File: config.mk
export PLATFORM = sky130hd
export DESIGN_NAME = cfs_status
export DESIGN_NICKNAME = d
export VERILOG_FILES = /design/src/logic/cfs_pkg.sv /design/src/logic/cfs_flag_alu.sv /design/src/logic/cfs_status.sv
export SDC_FILE = /design/constraint.sdc
export NUM_CORES = 1
export LEC_CHECK = 0
export BUFFER_PORTS_ARGS = -buffer_cell sky130_fd_sc_hd__buf_2
export CELL_PAD_IN_SITES_DETAIL_PLACEMENT = 1
export CELL_PAD_IN_SITES_GLOBAL_PLACEMENT = 1
export CORE_MARGIN = 2
export CORE_UTILIZATION = 33
export DETAILED_ROUTE_END_ITERATION = 10
export GPL_ROUTABILITY_DRIVEN = 0
export PLACE_DENSITY = 0.79
export SYNTH_ARGS = -nofsm -noshare
export SYNTH_HDL_FRONTEND = slang
export SYNTH_SLANG_ARGS = --single-unit
File: constraint.sdc
create_clock -name clk -period 4.3 [get_ports clk]
set_input_delay 0.43 -clock clk [delete_from_list [all_inputs] [get_ports clk]]
set_output_delay 0.43 -clock clk [all_outputs]
set_load 0.1 [all_outputs]
File: src/logic/cfs_pkg.sv
// Package with the address map, bit layout, reset values and types of the core flags register.
package cfs_pkg;

    // Data-space addresses at which the flags register answers, one per bank.
    localparam logic [7:0] CFS_ADDR_BANK0 = 8'h03;
    localparam logic [7:0] CFS_ADDR_BANK1 = 8'h83;

    // Field positions inside the flags register.
    localparam int CFS_BIT_RESERVED_INDIRECT_PAGE = 7;
    localparam int CFS_BIT_RESERVED_BANK_HIGH = 6;
    localparam int CFS_BIT_BANK_SELECT = 5;
    localparam int CFS_BIT_TIMEOUT = 4;
    localparam int CFS_BIT_POWER_DOWN = 3;
    localparam int CFS_BIT_ZERO = 2;
    localparam int CFS_BIT_DIGIT_CARRY = 1;
    localparam int CFS_BIT_CARRY = 0;

    // Value after power-up: bank zero, time-out and power-down set, ALU flags cleared.
    localparam logic [7:0] CFS_FLAGS_RESET = 8'h18;

    // Value returned for a read that does not hit the flags register.
    localparam logic [7:0] CFS_READ_MISS = 8'h00;

    // Operations that the flag logic understands.
    typedef enum logic [2:0] {
        CFS_OP_ADD,
        CFS_OP_SUB,
        CFS_OP_AND,
        CFS_OP_OR,
        CFS_OP_XOR,
        CFS_OP_MOVE
    } cfs_alu_op_t;

    // The three arithmetic flags, used both as values and as update enables.
    typedef struct packed {
        logic zero;
        logic digit_carry;
        logic carry;
    } cfs_alu_flags_t;

    // True when a full data-space address selects the flags register in either bank.
    function automatic logic cfs_addr_hit(input logic [7:0] addr);
        cfs_addr_hit = (addr == CFS_ADDR_BANK0) || (addr == CFS_ADDR_BANK1);
    endfunction : cfs_addr_hit

endpackage : cfs_pkg

File: src/logic/cfs_flag_alu.sv
// Combinational ALU that yields a result and the zero, digit-carry and carry flags.
`timescale 1ns/1ns
module cfs_flag_alu (
    input wire cfs_pkg::cfs_alu_op_t op,
    input wire logic [7:0] op_a,
    input wire logic [7:0] op_b,
    output logic [7:0] result,
    output cfs_pkg::cfs_alu_flags_t flags,
    output cfs_pkg::cfs_alu_flags_t update
);

    logic [7:0] b_eff;
    logic carry_in;
    logic [8:0] full_sum;
    logic [4:0] nibble_sum;

    // Subtraction adds the two's complement, so carry out means no borrow.
    always_comb begin
        b_eff = (op == cfs_pkg::CFS_OP_SUB) ? ~op_b : op_b;
        carry_in = (op == cfs_pkg::CFS_OP_SUB);
        full_sum = {1'b0, op_a} + {1'b0, b_eff} + {8'h00, carry_in};
        nibble_sum = {1'b0, op_a[3:0]} + {1'b0, b_eff[3:0]} + {4'h0, carry_in};
    end

    // Result selection and flag update enables per operation.
    always_comb begin
        result = full_sum[7:0];
        update = '{zero: 1'b1, digit_carry: 1'b0, carry: 1'b0};
        case (op)
            cfs_pkg::CFS_OP_ADD, cfs_pkg::CFS_OP_SUB: begin
                update = '{zero: 1'b1, digit_carry: 1'b1, carry: 1'b1};
            end
            cfs_pkg::CFS_OP_AND: begin
                result = op_a & op_b;
            end
            cfs_pkg::CFS_OP_OR: begin
                result = op_a | op_b;
            end
            cfs_pkg::CFS_OP_XOR: begin
                result = op_a ^ op_b;
            end
            cfs_pkg::CFS_OP_MOVE: begin
                result = op_a;
            end
            default: begin
                result = op_a;
                update = '{zero: 1'b0, digit_carry: 1'b0, carry: 1'b0};
            end
        endcase
    end

    // Flag values; carry flags are inverted borrows in subtraction.
    always_comb begin
        flags.zero = (result == 8'h00);
        flags.digit_carry = nibble_sum[4];
        flags.carry = full_sum[8];
    end

endmodule : cfs_flag_alu

File: src/logic/cfs_status.sv
// Core flags register with write protection, reset-cause flags and bank selection.
`timescale 1ns/1ns
module cfs_status (
    input wire logic clk,
    input wire logic rst,
    input wire logic [7:0] bus_addr,
    input wire logic bus_wr,
    input wire logic [7:0] bus_wdata,
    input wire logic bus_clr,
    input wire logic bus_rd,
    output logic [7:0] bus_rdata,
    output logic bus_rvalid,
    input wire logic alu_valid,
    input wire cfs_pkg::cfs_alu_op_t alu_op,
    input wire logic [7:0] alu_a,
    input wire logic [7:0] alu_b,
    output logic [7:0] alu_result,
    input wire logic watchdog_clear_instr,
    input wire logic sleep_instr,
    input wire logic watchdog_timeout,
    input wire logic [6:0] direct_addr,
    output logic [7:0] direct_phys_addr,
    output logic [7:0] flags_out,
    output logic bank_select
);

    // Whole state of the block.
    typedef struct packed {
        logic [7:0] flags;
        logic [7:0] rdata;
        logic rvalid;
    } cfs_state_t;

    cfs_state_t state;
    cfs_state_t next_state;
    cfs_pkg::cfs_alu_flags_t alu_flags;
    cfs_pkg::cfs_alu_flags_t alu_update;
    logic hit_wr;
    logic hit_clr;
    logic hit_rd;
    logic alu_owns_flags;

    // Shared ALU that produces the arithmetic flags.
    cfs_flag_alu u_alu (
        .op(alu_op),
        .op_a(alu_a),
        .op_b(alu_b),
        .result(alu_result),
        .flags(alu_flags),
        .update(alu_update)
    );

    // Address decode for both bank mirrors.
    assign hit_wr = bus_wr && cfs_pkg::cfs_addr_hit(bus_addr);
    assign hit_clr = bus_clr && cfs_pkg::cfs_addr_hit(bus_addr);
    assign hit_rd = bus_rd && cfs_pkg::cfs_addr_hit(bus_addr);

    // Any flag-setting operation in the same cycle blocks the write of all three ALU flags.
    assign alu_owns_flags = alu_valid &&
        (alu_update.zero || alu_update.digit_carry || alu_update.carry);

    // Next-state logic for writes, clears, ALU updates and reset-cause events.
    always_comb begin
        next_state = state;
        next_state.rvalid = 1'b0;
        if (hit_wr) begin
            // Upper three bits take the written value; time-out and power-down never do.
            next_state.flags[7:5] = bus_wdata[7:5];
            if (!alu_owns_flags) begin
                next_state.flags[cfs_pkg::CFS_BIT_ZERO] = bus_wdata[cfs_pkg::CFS_BIT_ZERO];
            end
            if (!alu_owns_flags) begin
                next_state.flags[cfs_pkg::CFS_BIT_DIGIT_CARRY] =
                    bus_wdata[cfs_pkg::CFS_BIT_DIGIT_CARRY];
            end
            if (!alu_owns_flags) begin
                next_state.flags[cfs_pkg::CFS_BIT_CARRY] = bus_wdata[cfs_pkg::CFS_BIT_CARRY];
            end
        end
        // ALU results override any written value of the arithmetic flags.
        if (alu_valid) begin
            if (alu_update.zero) begin
                next_state.flags[cfs_pkg::CFS_BIT_ZERO] = alu_flags.zero;
            end
            if (alu_update.digit_carry) begin
                next_state.flags[cfs_pkg::CFS_BIT_DIGIT_CARRY] =
                    alu_flags.digit_carry;
            end
            if (alu_update.carry) begin
                next_state.flags[cfs_pkg::CFS_BIT_CARRY] = alu_flags.carry;
            end
        end
        // A register clear leaves a zero result, so the zero flag rises.
        if (hit_clr) begin
            next_state.flags[7:5] = 3'h0;
            next_state.flags[cfs_pkg::CFS_BIT_ZERO] = 1'b1;
        end
        // Clearing events first, so a coincident setting event wins.
        if (watchdog_timeout) begin
            next_state.flags[cfs_pkg::CFS_BIT_TIMEOUT] = 1'b0;
        end
        if (sleep_instr) begin
            next_state.flags[cfs_pkg::CFS_BIT_POWER_DOWN] = 1'b0;
        end
        if (watchdog_clear_instr || sleep_instr) begin
            next_state.flags[cfs_pkg::CFS_BIT_TIMEOUT] = 1'b1;
        end
        if (watchdog_clear_instr) begin
            next_state.flags[cfs_pkg::CFS_BIT_POWER_DOWN] = 1'b1;
        end
        // Reads capture the value held before this cycle's update.
        if (bus_rd) begin
            next_state.rvalid = 1'b1;
            next_state.rdata = hit_rd ? state.flags : cfs_pkg::CFS_READ_MISS;
        end
    end

    // State register; power-up reset loads the documented flag values.
    always_ff @(posedge clk) begin
        if (rst) begin
            state <= '{flags: cfs_pkg::CFS_FLAGS_RESET, rdata: 8'h00, rvalid: 1'b0};
        end else begin
            state <= next_state;
        end
    end

    // Outputs and the direct-address bank mapping.
    assign bus_rdata = state.rdata;
    assign bus_rvalid = state.rvalid;
    assign flags_out = state.flags;
    assign bank_select = state.flags[cfs_pkg::CFS_BIT_BANK_SELECT];
    assign direct_phys_addr = {bank_select, direct_addr};

    // Helper values for the checks below.
    logic quiet_events;
    logic [4:0] add_nibble;
    logic [8:0] add_sum;
    assign quiet_events = !watchdog_clear_instr && !sleep_instr && !watchdog_timeout;
    assign add_nibble = {1'b0, alu_a[3:0]} + {1'b0, alu_b[3:0]};
    assign add_sum = {1'b0, alu_a} + {1'b0, alu_b};
endmodule : cfs_status

==> run_results.csv <==
group,metric,value,unit
power,p_leak,1.11,nW
placed_design,hpwlAfterDp,4190,µm
die,initial_utilization,33.9,%
min_path,hold_class,"input pin to flip-flop",
timing,setup_tns,0,ps
die,io_pins,85,
clock_network,cts_made_buffers,3,
layout,fin_nets,371,
placed_design,place_area,0.00219,mm²
layout,antenna_cells,0,
timing,final.setup.worst_slack,429,ps
clock_network,root_buffer,"clkbuf_8",
global_routing,overflow,0,
drt,num_vias,1859,
run_status,outcome,"finished clean",
synth,synth_seq_area_share,18.4,%
critical_path,critPathLaunchType,"input pin",
drt,final_antenna_net_count,0,
timing,rsz0062_at_grt,"no",
clock_network,post_cts_resized,0,
power,max-vdd-ir-drop,0.138,mV
timing,maxSlewViolCount,0,
clock_network,htreeDepth,1,
synth,synth.ff_latch_count,17,
critical_path,critPathRequiredTime,3870,ps
global_routing,antenna_found_initial,0,
drt,dr.pass1.iters,4,
placed_design,dp_slack,386,ps
clock_network,worstSkewPairLatency,260,ps
power,comb_power_share,49.7,%
timing,holdWs,354,ps
power,pwr-share-seq,28.8,%
global_routing,grt_max_degree,22,
synth,avgSynthCellArea,7.85,µm²
timing,finalCritPeriodShare,90.0,%
global_routing,track_usage,16.8,%
drt,wl_per_cell,14.0,µm
synth,synth_edf_count,0,
critical_path,worstSetupPathType,"input pin to primary output",
layout,area_growth,20.8,%
layout,design_area,0.00224,mm²
synth,ys_warn_count,0,
power,p_sw,0.252,mW
critical_path,crit_chain,"buf_2, or3b_1, xnor2_1, inv_1, fa_1, nor2b_1, a221o_1, xnor2_1, o221ai_1, buf_2",
power,p_per_area,250,mW/mm²
critical_path,crit_arrival,3440,ps
clock_network,cts_tree,"yes",
timing,fin_crit,3870,ps
power,p_int,0.307,mW
clock_network,hold_buffers,0,
drt,drt_iter0_drc,50,
drt,drc_errors,0,
job,drv_cap,0,
placed_design,port_buffers,67,
global_routing,grt_pass1_vias,1847,
timing,fmax,258,MHz
clock_network,clk_pin_slew_worst_paths,70,ps
timing,worst_pin_slew,645,ps
layout,fillers,730,
global_routing,grt_pass1_wl,8540,µm
die,rows,27,
die,die_height,78.9,µm
die,dieArea,0.00623,mm²
layout,layout-drive-gt1-share,27.1,%
critical_path,crit_path_top_delay_cell,"or3b_1",
clock_network,clockBufferDepth,2,
critical_path,cp-end-kind,"primary output",
die,die_w,78.9,µm
power,pwr-share-clk,21.5,%
timing,max_slew_margin,56.8,%
critical_path,worstPathMaxFanout,16,
drt,avgViaCountPerCell,5.12,
die,core_area,0.00547,mm²
clock_network,cts.sinks,17,
clock_network,cts_setup_buffers,0,
synth,syn_inst,236,
drt,routed_wl,5100,µm
synth,synth-main-ff-cell,"dfxtp_1",
timing,fin_worst_skew,4.92,ps
timing,setup_viol,0,
synth,synth_area,0.00185,mm²
synth,ys_types,50,
timing,hold_viol_final,0,
critical_path,max_stage_delay,660,ps
power,switching_share,45.1,%
synth,synth_async_sr_flop_share,0,%
synth,synth_nets,315,
cell type report:
type | count | area (µm²) | share of cell area [%]
Multi-Input combinational cell | 177 | 1320 | 58.9
Timing Repair Buffer | 70 | 358 | 16.0
Sequential cell | 17 | 340 | 15.2
Tap cell | 72 | 90.1 | 4.02
Inverter | 23 | 86.3 | 3.86
Clock buffer | 3 | 41.3 | 1.84
Clock inverter | 1 | 5.00 | 0.224
through the flow:
| step | instances | utilization (%) | power (mW) |
|---|---|---|---|
| 2_1_floorplan | 236 | - | 0.407 |
| 3_3_place_gp | 359 | 40.1 | 0.439 |
| 3_5_place_dp | 359 | 40.1 | 0.444 |
| 4_1_cts | 363 | 40.9 | 0.565 |
| 5_1_grt | 363 | 40.9 | 0.593 |
| 6_report | 363 | 40.9 | 0.560 |
power groups by stage:
stage	clock network (mW)	logic (mW)	registers, mW
floorplan	0	0.225	0.182
global placement	0	0.274	0.165
detailed placement	0	0.279	0.165
CTS	0.124	0.280	0.161
global route	0.128	0.303	0.161
finish	0.120	0.278	0.161
flip-flops by register name, summed over array words and instances, names as in the netlist:
signal and flops:
bus_rdata 8, bus_rvalid 1, flags_out 8
cell usage after synthesis, types with 6 or more instances:
library cell / n / area (µm²)
nand2b_1: 10 / 62.6
ha_1: 27 / 338
nor2_1: 12 / 45.0
a21oi_1: 19 / 95.1
clkbuf_1: 8 / 30.0
o21ai_0: 8 / 40.0
dfxtp_1: 17 / 340
xnor2_1: 8 / 70.1
inv_1: 23 / 86.3
nand3_1: 11 / 55.1
nand2_1: 14 / 52.6
buf_4: 9 / 67.6
nor2b_1: 6 / 37.5
mux2i_1: 6 / 60.1
per-layer routing:
layer	vias up	wire (µm)	GRT usage, %
li1	929	-	-
met1	873	2260	19.4
met2	51	2520	32.3
met3	6	265	1.93
met4	0	48	4.48
met5	-	0	0
path summary, 6_finish.rpt:
check | from | to | slack [ps] | cells after the start
setup / recovery | alu_op[2] | alu_result[4] | 430 | 10
hold / removal | watchdog_timeout | flags_out[4] | 350 | 2
setup reg to reg | flags_out[2] | flags_out[2] | 3360 | 4
hold reg to reg | bus_rdata[4] | bus_rdata[4] | 470 | 2
kinds of logic after synthesis:
family	synth area share [%]
AND/OR/NAND/NOR	20.7
flip-flops	18.4
adder cells (fa/ha/maj)	19.3
AO/OA/AOI/OAI	22.7
multiplexers	3.85
XOR/XNOR	4.25
buffers and inverters	10.8
placed cells by master, fill, tap and decap left out, types with 2 or more instances in the layout:
master    Yosys  final
ha_1         27     27
nand2b_1     10     10
dfxtp_1      17     17
o31a_1        2      2
or3_1         4      4
nor3_1        4      4
nand2_1      14     14
nand3_1      11     11
a21boi_0      2      2
a31oi_1       3      3
and3b_1       2      2
mux2i_1       6      6
buf_4         9      3
nor3b_1       2      2
o221ai_1      2      2
o21ai_0       8      8
nor2b_1       6      6
a22oi_1       4      4
a221o_1       2      2
a211oi_1      2      2
a21oi_1      19     19
xnor2_1       8      8
o211ai_1      2      2
o22ai_1       2      2
nor2_1       12     12
o21ai_1       2      2
inv_1        23     23
o31ai_2       1      2
buf_2         1     67
clkbuf_8      0      3
critical path: cells and delay by family:
kind,cells,cell delay [ps]
XOR/XNOR,2,400
adder cells (fa/ha/maj),1,420
AO/OA/AOI/OAI,2,560
AND/OR/NAND/NOR,2,840
buffers and inverters,3,780
Note: power is estimated with default switching activity, not from simulation.
